[src/logic/sbcr_pkg.sv]
// Shared constants for the serial banked control register and its controller.
// Assumes both ends are clocked by the same system clock at 250 MHz.
package sbcr_pkg;
    localparam int WORD_BITS  = 13;
    localparam int DATA_BITS  = 11;
    localparam int ADDR_BITS  = 2;
    localparam int BANK_COUNT = 4;
    localparam int DATA_LSB   = 2;
    localparam int ADDR_LO    = 0;
    localparam int ADDR_HI    = 1;
    typedef logic [DATA_BITS-1:0] sbcr_bank_t;
    typedef logic [ADDR_BITS-1:0] sbcr_addr_t;
    typedef logic [WORD_BITS-1:0] sbcr_word_t;
    // Power-on values per bank, bit 0 of each constant is word position 2
    localparam sbcr_bank_t POR_BANK0 = 11'h1ef;
    localparam sbcr_bank_t POR_BANK1 = 11'h041;
    localparam sbcr_bank_t POR_BANK2 = 11'h02f;
    localparam sbcr_bank_t POR_BANK3 = 11'h01c;
    // Link clock half period in system clocks (divider in the controller)
    localparam int LINK_HALF_DEFAULT = 4;
    // Controller register map
    localparam logic [1:0] CMD_ADDR    = 2'h0;
    localparam logic [1:0] STATUS_ADDR = 2'h1;
    localparam int CMD_GO_BIT = 15;
endpackage

[src/logic/sbcr_link_if.sv]
// Four-wire serial link between the controller and the banked register.
// Both ends run on the same system clock; the link clock is a plain wire.
interface sbcr_link_if;
    logic serialConfigClock;
    logic serialConfigDataIn;
    logic bankLatchShiftSelect;
    logic serialConfigDataOut;
    modport device (input serialConfigClock, input serialConfigDataIn,
                    input bankLatchShiftSelect, output serialConfigDataOut);
    modport controller (output serialConfigClock, output serialConfigDataIn,
                        output bankLatchShiftSelect, input serialConfigDataOut);
endinterface

[src/logic/sbcr_edge_sync.sv]
// Two-flop synchroniser with rising-edge detect on the synchronised level.
// Assumes the input is asynchronous to clock.
module sbcr_edge_sync (
    input  wire logic clock,
    input  wire logic asyncIn,
    output logic      level,
    output logic      rise
);
    typedef struct packed {
        logic meta;
        logic sync;
        logic prev;
    } sbcr_sync_t;
    sbcr_sync_t s_q;
    sbcr_sync_t s_d;
    always_comb begin
        s_d      = s_q;
        s_d.meta = asyncIn;
        s_d.sync = s_q.meta;
        s_d.prev = s_q.sync;
    end
    // No reset: a stale level settles within two cycles
    always_ff @(posedge clock) begin
        s_q <= s_d;
    end
    assign level = s_q.sync;
    assign rise  = s_q.sync & ~s_q.prev;
endmodule // sbcr_edge_sync

[src/logic/sbcr_controller.sv]
// Controller end: shifts one 13-bit word out and pulses the latch select.
// Assumes software issues commands through the plain register port.
module sbcr_controller
    import sbcr_pkg::*;
#(
    parameter int LINK_HALF = LINK_HALF_DEFAULT
)(
    input  wire logic        clock,
    input  wire logic        reset,
    sbcr_link_if.controller  link,
    input  wire logic [1:0]  regAddr,
    input  wire logic [15:0] regWriteData,
    input  wire logic        regWrite,
    input  wire logic        regRead,
    output logic      [15:0] regReadData,
    input  wire logic        powerDownN,
    input  wire logic        idleServo
);
    import sbcr_pkg::*;

    typedef enum logic [1:0] {
        IDLE  = 2'b00,
        SHIFT = 2'b01,
        LATCH = 2'b10
    } sbcr_state_t;

    typedef struct packed {
        sbcr_state_t state;
        sbcr_word_t  word;
        logic [3:0]  bitCount;
        logic [7:0]  div;
        logic        sclk;
        logic        sel;
        logic        sdo;
        logic        done;
        logic        refused;
        logic [15:0] rdata;
    } sbcr_ctl_t;

    sbcr_ctl_t s_q;
    sbcr_ctl_t s_d;
    logic      powerDownNLevel;
    logic      idleServoLevel;

    // Power pins are asynchronous to clock
    sbcr_edge_sync pwrSync (.clock(clock), .asyncIn(powerDownN),
                            .level(powerDownNLevel), .rise());
    sbcr_edge_sync idleSync (.clock(clock), .asyncIn(idleServo),
                             .level(idleServoLevel), .rise());

    always_comb begin
        s_d = s_q;
        s_d.rdata = 16'h0000;
        if (regRead) begin
            s_d.rdata = (regAddr == STATUS_ADDR) ?
                {13'h0000, s_q.refused, s_q.done, s_q.state != IDLE} : 16'h0000;
        end
        case (s_q.state)
            IDLE: begin
                s_d.sel = 1'b1;
                if (regWrite && regAddr == CMD_ADDR && regWriteData[CMD_GO_BIT]) begin
                    if (powerDownNLevel && !idleServoLevel) begin
                        s_d.word     = regWriteData[WORD_BITS-1:0];
                        s_d.state    = SHIFT;
                        s_d.sel      = 1'b0;
                        s_d.bitCount = 4'(WORD_BITS - 1);
                        s_d.sdo      = regWriteData[WORD_BITS-1];
                        s_d.div      = 8'(LINK_HALF - 1);
                        s_d.done     = 1'b0;
                        s_d.refused  = 1'b0;
                    end else begin
                        s_d.refused = 1'b1;
                    end
                end
            end
            SHIFT: begin
                if (s_q.div != 8'h00) begin
                    s_d.div = s_q.div - 8'h01;
                end else begin
                    s_d.div  = 8'(LINK_HALF - 1);
                    s_d.sclk = ~s_q.sclk;
                    if (s_q.sclk) begin
                        // Falling edge: advance to next bit, position 0 last
                        if (s_q.bitCount == 4'h0) begin
                            s_d.state = LATCH;
                        end else begin
                            s_d.bitCount = s_q.bitCount - 4'h1;
                            s_d.sdo      = s_q.word[s_q.bitCount - 4'h1];
                        end
                    end
                end
            end
            LATCH: begin
                s_d.sel   = 1'b1;
                s_d.done  = 1'b1;
                s_d.state = IDLE;
            end
            default: s_d.state = IDLE;
        endcase
        if (reset) begin
            s_d = '0;
            s_d.sel = 1'b1;
        end
    end

    always_ff @(posedge clock) begin
        s_q <= s_d;
    end

    assign link.serialConfigClock    = s_q.sclk;
    assign link.serialConfigDataIn   = s_q.sdo;
    assign link.bankLatchShiftSelect = s_q.sel;
    assign regReadData = s_q.rdata;
endmodule // sbcr_controller

[src/flat_wrapper.sv]
// flat-port wrapper written by rule: the top's interface ports become plain ports
module sbcr_controller_flat import sbcr_pkg::*;
#(
    parameter int LINK_HALF = LINK_HALF_DEFAULT
)
  (clock, reset, regAddr, regWriteData, regWrite, regRead, regReadData, powerDownN, idleServo, link_serialConfigClock, link_serialConfigDataIn, link_bankLatchShiftSelect, link_serialConfigDataOut);
  sbcr_link_if link_i ();
  input  wire logic clock;
  input  wire logic reset;
  input  wire logic [1:0] regAddr;
  input  wire logic [15:0] regWriteData;
  input  wire logic regWrite;
  input  wire logic regRead;
  output logic      [15:0] regReadData;
  input  wire logic powerDownN;
  input  wire logic idleServo;
  output wire logic [$bits(link_i.serialConfigClock)-1:0] link_serialConfigClock;
  output wire logic [$bits(link_i.serialConfigDataIn)-1:0] link_serialConfigDataIn;
  output wire logic [$bits(link_i.bankLatchShiftSelect)-1:0] link_bankLatchShiftSelect;
  input wire logic [$bits(link_i.serialConfigDataOut)-1:0] link_serialConfigDataOut;
  assign link_serialConfigClock = link_i.serialConfigClock;
  assign link_serialConfigDataIn = link_i.serialConfigDataIn;
  assign link_bankLatchShiftSelect = link_i.bankLatchShiftSelect;
  assign link_i.serialConfigDataOut = link_serialConfigDataOut;
  sbcr_controller #(.LINK_HALF(LINK_HALF)) u_core (.clock(clock), .reset(reset), .link(link_i), .regAddr(regAddr), .regWriteData(regWriteData), .regWrite(regWrite), .regRead(regRead), .regReadData(regReadData), .powerDownN(powerDownN), .idleServo(idleServo));
endmodule
[config.mk]
export PLATFORM = sky130hd
export DESIGN_NAME = sbcr_controller_flat
export DESIGN_NICKNAME = d
export VERILOG_FILES = /design/src/logic/sbcr_pkg.sv /design/src/logic/sbcr_link_if.sv /design/src/logic/sbcr_edge_sync.sv /design/src/logic/sbcr_controller.sv /design/src/flat_wrapper.sv
export SDC_FILE = /design/constraint.sdc
export NUM_CORES = 1
export LEC_CHECK = 0
export ABC_AREA = 1
export BUFFER_PORTS_ARGS = -buffer_cell sky130_fd_sc_hd__buf_2
export CORE_UTILIZATION = 40
export CTS_CLUSTER_DIAMETER = 30
export DETAILED_ROUTE_END_ITERATION = 10
export SETUP_SLACK_MARGIN = 0.2
export SLEW_MARGIN = 20
export SYNTH_ARGS = -nofsm -noshare
export SYNTH_HDL_FRONTEND = slang
export SYNTH_HIERARCHICAL = 1
export SYNTH_SLANG_ARGS = --single-unit
[constraint.sdc]
create_clock -name clock -period 2.3 [get_ports clock]
set_input_delay 0.115 -clock clock [delete_from_list [all_inputs] [get_ports clock]]
set_output_delay 0.115 -clock clock [all_outputs]
set_load 0.03 [all_outputs]
# ---- Word level (Yosys, flattened, before mapping)
# Index checks and enable logic that the tools add are counted.
dict set report word_totals {
  regBits 52
  ramBits 0
  output_inout_bits 19
  memories 0
  elab_cells 73
  romBits 0
  latch_bits 0
}
dict set report op_classes {
  multipliers 0
  n_reduce_logical 20
  shifts 0
  eq_ne 9
  addsub 2
  div_mod_pow 0
  n_bitwise 4
  n_lt_le_gt_ge 1
  n_mux 22
}
# cell count
set op_table {}
lappend op_table {{2-to-1 mux 27 bit} 2}
lappend op_table {{case mux 12 bit (2 select lines)} 1}
lappend op_table {{2-to-1 mux 4 bit} 4}
lappend op_table {{AND reduction 3 bit} 3}
lappend op_table {{2-to-1 mux 8 bit} 1}
lappend op_table {{!= test 2 x 1 -> 1 bit (second input constant)} 4}
lappend op_table {{nonzero test 8 bit} 1}
lappend op_table {{subtractor 8 x 1 -> 8 bit (second input constant)} 1}
lappend op_table {{2-to-1 mux 2 bit} 3}
lappend op_table {{case mux 1 bit (2 select lines)} 3}
lappend op_table {{AND reduction 6 bit} 1}
lappend op_table {{nonzero test 2 bit} 3}
lappend op_table {{less-than comparator 4 x 5 -> 1 bit (second input constant)} 1}
lappend op_table {{2-to-1 mux 1 bit} 5}
lappend op_table {{AND reduction 5 bit} 1}
lappend op_table {{binary-select mux 1 bit (select 4 bit)} 1}
lappend op_table {{== test 2 x 1 -> 1 bit (second input constant)} 2}
lappend op_table {{zero test 2 bit} 2}
lappend op_table {{zero test 4 bit} 1}
lappend op_table {{!= test 2 bit (second input constant)} 2}
lappend op_table {{NOT 1 bit} 4}
lappend op_table {{case mux 2 bit (2 select lines)} 1}
lappend op_table {{AND reduction 2 bit} 2}
lappend op_table {{subtractor 4 x 1 -> 4 bit (second input constant)} 1}
lappend op_table {{other kinds (6)} 8}

# ---- Longest topological paths before layout
# Gate-level depths: netlist (run 1).
dict set report logic_depth {
  ltp_word 7
  depth_mapped 13
  depth_no_buf 11
}

# ---- By module
# Netlist (run 1), hierarchy kept.
# mod seq_area_each_um2 area_per_inst_um2 cells_per_inst instances
set by_module_without_submodules {}
lappend by_module_without_submodules {sbcr_controller 700.7 1878.1 274 1}
lappend by_module_without_submodules {sbcr_edge_sync 60.1 70.1 5 2}

# ---- Worst setup path after synthesis (run 1)
# Ideal clock, no wire load.
dict set report synth_timing {
  kind {reg2reg}
  startpoint {register u_core/s_q[29] (netlist bit)}
  endpoint {register u_core.s_q, in the netlist u_core/link.serialConfigDataIn}
  setup_ns 0.112
  arrival_time_ns 1.491
  synth_period_minus_slack_ns 1.603
  stages_incl_launch_ff 13
  setup_slack_ns 0.697
  path_cell_list {dfxtp_1 -> buf_2 -> inv_1 -> buf_4 -> ha_1 -> inv_1 -> nand3_1 -> nand2_1 -> nand2_1 -> nand3_1 -> nand2_1 -> nor2_1 -> nor2_1}
}
dict set report synth_via {
  elab_chain_cells 7
  word_cells_on_any_way 10
}
# item line
set synth_rtl {}
lappend synth_rtl {{from (decl)} sbcr_controller.sv:40} ;# sbcr_ctl_t s_q;
lappend synth_rtl {{from (signal assigned)} sbcr_controller.sv:107} ;# s_q <= s_d;
lappend synth_rtl {{subtractor 4 x 1 -> 4 bit} sbcr_controller.sv:88} ;# s_d.sdo = s_q.word[s_q.bitCount - 4'h1];
lappend synth_rtl {{binary-select mux 1 bit (select 4 bit)} sbcr_controller.sv:88}
lappend synth_rtl {{2-to-1 mux 1 bit (implied by the code)} sbcr_controller.sv:88}
lappend synth_rtl {{2-to-1 mux 1 bit} sbcr_controller.sv:84} ;# if (s_q.bitCount == 4'h0) begin
lappend synth_rtl {{2-to-1 mux 1 bit} sbcr_controller.sv:82} ;# if (s_q.sclk) begin
lappend synth_rtl {{2-to-1 mux 1 bit} sbcr_controller.sv:77} ;# if (s_q.div != 8'h00) begin
lappend synth_rtl {{case mux 1 bit (2 select lines)} sbcr_controller.sv:58} ;# case (s_q.state)
# Parallel ways exist; a longest one is shown, timed or not. The select of a mux whose other input is x is not followed.
# A chain may end at the register's enable or synchronous reset.

# ---- Worst setup path in the final report (run 1)
# Same ends and word-level chain as after synthesis.

==> results of run 1 <==
==> power by group <==
| part | leakage (uW) | switching, uW | internal (uW) |
|---|---|---|---|
| clock network | 0.0000612 | 240 | 351 |
| registers | 0.000317 | 38.4 | 721 |
| logic | 0.000661 | 286 | 144 |
==> layer usage <==
metal | vias up | GRT usage, % | share of wire (%) | wire length [um]
li1 | 888 | - | - | -
met1 | 726 | 19.2 | 50 | 1820
met2 | 38 | 26.1 | 44 | 1630
met3 | 5 | 4.17 | 4.3 | 159
met4 | 0 | 7.19 | 1.8 | 65
met5 | - | 0 | 0 | 0
==> worst register-to-register path, delay by kind of cell, from the launching register on <==
family                   cells  cell delay [ns]
buffers and inverters        2             0.38
AND/OR/NAND/NOR              7             0.49
adder cells (fa/ha/maj)      1             0.40
flip-flops                   1             0.47
==> registers in the layout, summed over array words and instances (netlist names) <==
name / flops
u_core/link.serialConfigClock: 1
u_core/pwrSync/level: 1
u_core/link.serialConfigDataIn: 1
u_core/s_q: 29
u_core/idleSync/level: 1
u_core/link.bankLatchShiftSelect: 1
u_core/pwrSync/s_d: 1
u_core/idleSync/s_d: 1
u_core/regReadData: 3
==> worst paths after layout <==
kind	end	slack (ns)	cells past startpoint
worst max-delay path	u_core/link.serialConfigDataIn	0.46	10
worst min-delay path	u_core/s_q[34]	0.04	3
worst max register to register	u_core/link.serialConfigDataIn	0.46	10
worst min register to register	u_core/idleSync/level	0.33	0
==> through the flow <==
stage                     utilization, %  std cells  worst slack [ns]  hold WS, ns
after floorplan                        -        290             0.697        0.143
after global placement              43.5        362             0.516        0.221
after detailed placement            43.5        362             0.489        0.219
after CTS                           46.4        372             0.481       0.0349
after global routing                46.4        372             0.275       0.0460
final                               46.4        372             0.456       0.0418
==> cell type report <==
type,instances,area [um^2],area share (%)
flip-flops and latches,39,781,35.6
multi-input cells,194,921,42.0
clock inverters,2,35.0,1.60
repair buffers,30,163,7.42
inverters,34,128,5.82
well taps,67,83.8,3.82
clock buffers,6,82.6,3.76
==> repair_timing <==
item,4_1_cts,5_1_grt
hold buffers,2,0
endpoints found under the hold margin,2,0
buffers inserted,0,0
==> impl_metrics.tcl, run 1 <==
set metrics [dict create \
    grt_usage_pct 15.8 \
    layout_commonest_cell "nand2_1" \
    syn_area_um2 1960 \
    max_stage_delay_ns 0.47 \
    peakVddDrop_mv 0.377 \
    worstPathCellList "inv_1, ha_1, inv_1, nand3_1, nand2_1, nand2_1, nand3_1, nand2_1, nor2_1, nor2_1" \
    max-slew-margin-rel_pct 56.2 \
    status "complete, no violations" \
    drive_gt1_share_pct 16.7 \
    vias 1657 \
    drt_pass1_iterations 4 \
    leakage_uw 0.00104 \
    worstHoldPathType "in2reg" \
    grt_max_degree 26 \
    die_area_um2 5180 \
    slew_violations 0 \
    min_from "regWriteData[1]" \
    final_cell_mix "61 x nand2_1, 47 x nor2_1, 39 x dfxtp_1, 30 x inv_1, 27 x buf_2" \
    finalSetupTns_ns 0 \
    syn_to_final_growth_pct 12.0 \
    rsz0062_at_grt "no" \
    fin_area_um2 2190 \
    grt-ovfl-total 0 \
    io_pins 44 \
    p_total_uw 1780 \
    antenna_found_initial 0 \
    worstMarginPinSlew_ns 0.656 \
    hold_violations 0 \
    rr_startpoint "u_core/s_q[29]" \
    fin_crit_sh_pct 80.2 \
    cts_sinks 39 \
    critPathRequiredTime_ns 2.49 \
    htreeDepth 2 \
    cpMostUsedCell "nand2_1" \
    synth_cells 278 \
    cts_resized 0 \
    crit_arrival_ns 2.03 \
    cp_top_family "simple AND/OR/NAND/NOR gates" \
    die_x_um 72.0 \
    clock-skew-final_ns 0.00404 \
    num_rows 25 \
    gp_congestion 0.865 \
    synth_warnings 6 \
    cp_num_buf_inv 2 \
    slowest_stage "dfxtp_1" \
    drt_iter0_markers 77 \
    crit_type "reg2reg" \
    grt_pass1_vias 1507 \
    avgSynthCellArea_um2 7.04 \
    post-dp-hpwl_um 2620 \
    wire_per_inst_um 9.88 \
    powerDensity_nw_per_um2 812 \
    fillCellCount 496 \
    cts_tree "built" \
    grt_pass1_wl_um 6290 \
    period_needed_ns 1.84 \
    core_area_um2 4720 \
    path_max_fanout 11 \
    wl_um 3670 \
    timing.critical_path.from "u_core/s_q[29]" \
    max_freq_mhz 542 \
    cap_viol_max_count 0 \
    postRouteAntennaNets 0 \
    initial_core_util_pct 41.5 \
    setup_viol 0 \
    nNetsFinal 331 \
    insertion_delay_ns 0.29 \
    placed_area_um2 2060 \
    start_kind "flop" \
    clk_pin_slew_ns 0.08 \
    root_buffer "clkbuf_8" \
    port_buffers 27 \
    critPathCaptureType "flop" \
    via_per_inst 4.45 \
    die_h_um 72.0 \
    numCtsBuffers 5 \
    cts_buffer_depth 2 \
    drc 0 \
    n_antenna_cell 0 \
]
No activity file was read; power rests on OpenSTA's default activity.
==> run 2, diff against run 1 <==
Clock period 2.3 ns to 1.6 ns, I/O delays scaled along.
==> run 2 against run 1 <==
Net effect:
- utilization is 4.2 points higher
- routed wire length grew 9.5%
- final cell count up 3.8%
- highest routed layer unchanged
==> impl_metrics.tcl, run 2 (synthesized netlist as in run 1, its figures left out) <==
set metrics [dict create \
    worst_slack_ns 0.244 \
    postRouteAntennaNets 0 \
    cap_viol_max_count 0 \
    start_kind "flop" \
    fin_crit_sh_pct 84.7 \
    fin_util_pct 50.6 \
    switchingPower_uw 875 \
    clk_pin_slew_ns 0.08 \
    max_freq_mhz 738 \
    vias 1725 \
    num_rows 25 \
    finalSetupTns_ns 0 \
    p_comb_share_pct 31.2 \
    cts_buffer_depth 2 \
    p_seq_share_pct 42.7 \
    powerDensity_nw_per_um2 1080 \
    multi_input_area_um2 1020 \
    leakage_uw 0.00112 \
    crit_type "reg2reg" \
    slew_violations 0 \
    syn_to_final_growth_pct 22.0 \
    initial_core_util_pct 41.5 \
    fillCellCount 490 \
    peakVddDrop_mv 0.535 \
    n_antenna_cell 0 \
    ff_latch_area_um2 793 \
    io_pins 44 \
    clock-skew-final_ns 0.0113 \
    p_clk_share_pct 26.1 \
    largest_register_ffs 29 \
    cts_tree "built" \
    grt_pass1_wl_um 6560 \
    drt_pass1_iterations 4 \
    post-place-ws_ns 0.0803 \
    root_buffer "clkbuf_8" \
    grt_pass1_vias 1491 \
    htreeDepth 2 \
    grt-ovfl-total 0 \
    regMostFlops "u_core/s_q" \
    path_max_fanout 5 \
    placed_area_um2 2110 \
    die_x_um 72.0 \
    via_per_inst 4.47 \
    die_area_um2 5180 \
    post-dp-hpwl_um 2770 \
    layout_commonest_cell "nand2_1" \
    hold_violations 0 \
    fin_area_um2 2390 \
    rsz0062_at_grt "yes" \
    crit_arrival_ns 1.55 \
    nNetsFinal 346 \
    drc 0 \
    p_sw_share_pct 33.9 \
    worstHoldPathType "in2reg" \
    internal_power_uw 1710 \
    final_cell_mix "60 x nand2_1, 42 x nor2_1, 31 x dfxtp_1, 27 x buf_2, 25 x inv_1" \
    grt_max_degree 22 \
    holdWs_ns 0.0114 \
    cts_sinks 39 \
    antenna_found_initial 0 \
    critPathCaptureType "flop" \
    wire_per_inst_um 10.4 \
    numCtsBuffers 5 \
    core_area_um2 4720 \
    gp_congestion 0.837 \
    drt_iter0_markers 83 \
    period_needed_ns 1.36 \
    status "complete, no violations" \
    die_h_um 72.0 \
    port_buffers 27 \
    critPathRequiredTime_ns 1.79 \
    grt_usage_pct 16.5 \
    setup_viol 0 \
    insertion_delay_ns 0.30 \
    wl_um 4020 \
    drive_gt1_share_pct 27.9 \
]
run 2: changes by cell type in the layout (fill, tap and decap cells not counted), sizes merged:
cell	change
buf	+13
bufinv	-1
dlygate4sd3	+1
nand3	+1
run 2: metal layers:
metal / wire, um / global-route usage (%) / up-vias
li1: - / - / 923
met1: 2000 / 21.5 / 760
met2: 1810 / 26.0 / 37
met3: 169 / 5.00 / 5
met4: 44 / 5.88 / 0
met5: 0 / 0 / -
run 2: cell type report:
type / instances / share of cell area [%]
timing repair buffer: 44 / 11.5
multi-input combinational: 195 / 42.6
clock buffer: 6 / 3.46
sequential: 39 / 33.2
tap: 67 / 3.51
clock inverter: 1 / 0.209
inverter: 34 / 5.55
run 2: final timing paths:
| path | start | endpoint | slack (ns) | depth (start not counted) |
|---|---|---|---|---|
| worst max-delay path | u_core/s_q[21] | u_core/s_q[23] | 0.24 | 7 |
| worst min-delay path | regWriteData[1] | u_core/s_q[34] | 0.01 | 3 |
| worst max register to register | u_core/s_q[21] | u_core/s_q[23] | 0.24 | 7 |
| worst min register to register | u_core/pwrSync/s_d[1] | u_core/pwrSync/level | 0.33 | 0 |
run 2: power by group through the flow:
stage          Clock, uW  Sequential, uW  Combinational [uW]
2_1_floorplan          0            1110                 561
3_5_place_dp           0            1110                 664
4_1_cts              701            1090                 696
6_report             675            1100                 805
3_3_place_gp           0            1110                 659
5_1_grt              751            1110                 897
run 2: what timing repair did:
action,4_1_cts,5_1_grt
endpoints found under the hold margin,2,1
buffers inserted,3,6
resized for setup,4,27
cloned,0,1
hold buffers,2,1
pin swaps,3,11
endpoints found under the setup margin,11,13
run 2: worst max-delay path, stage by stage, from the launching register on:
cell and delay, ns:
dfxtp_2 0.32, inv_2 0.08, ha_4 0.15, nand2_4 0.06
o21ai_4 0.27, inv_4 0.09, o21ai_4 0.22, nor2_1 0.07
run 2: metrics by stage:
step                      instances  power (uW)
final                           386        2580
after global routing            386        2760
after CTS                       378        2490
after detailed placement        366        1770
after global placement          366        1770
after floorplan                 290        1670
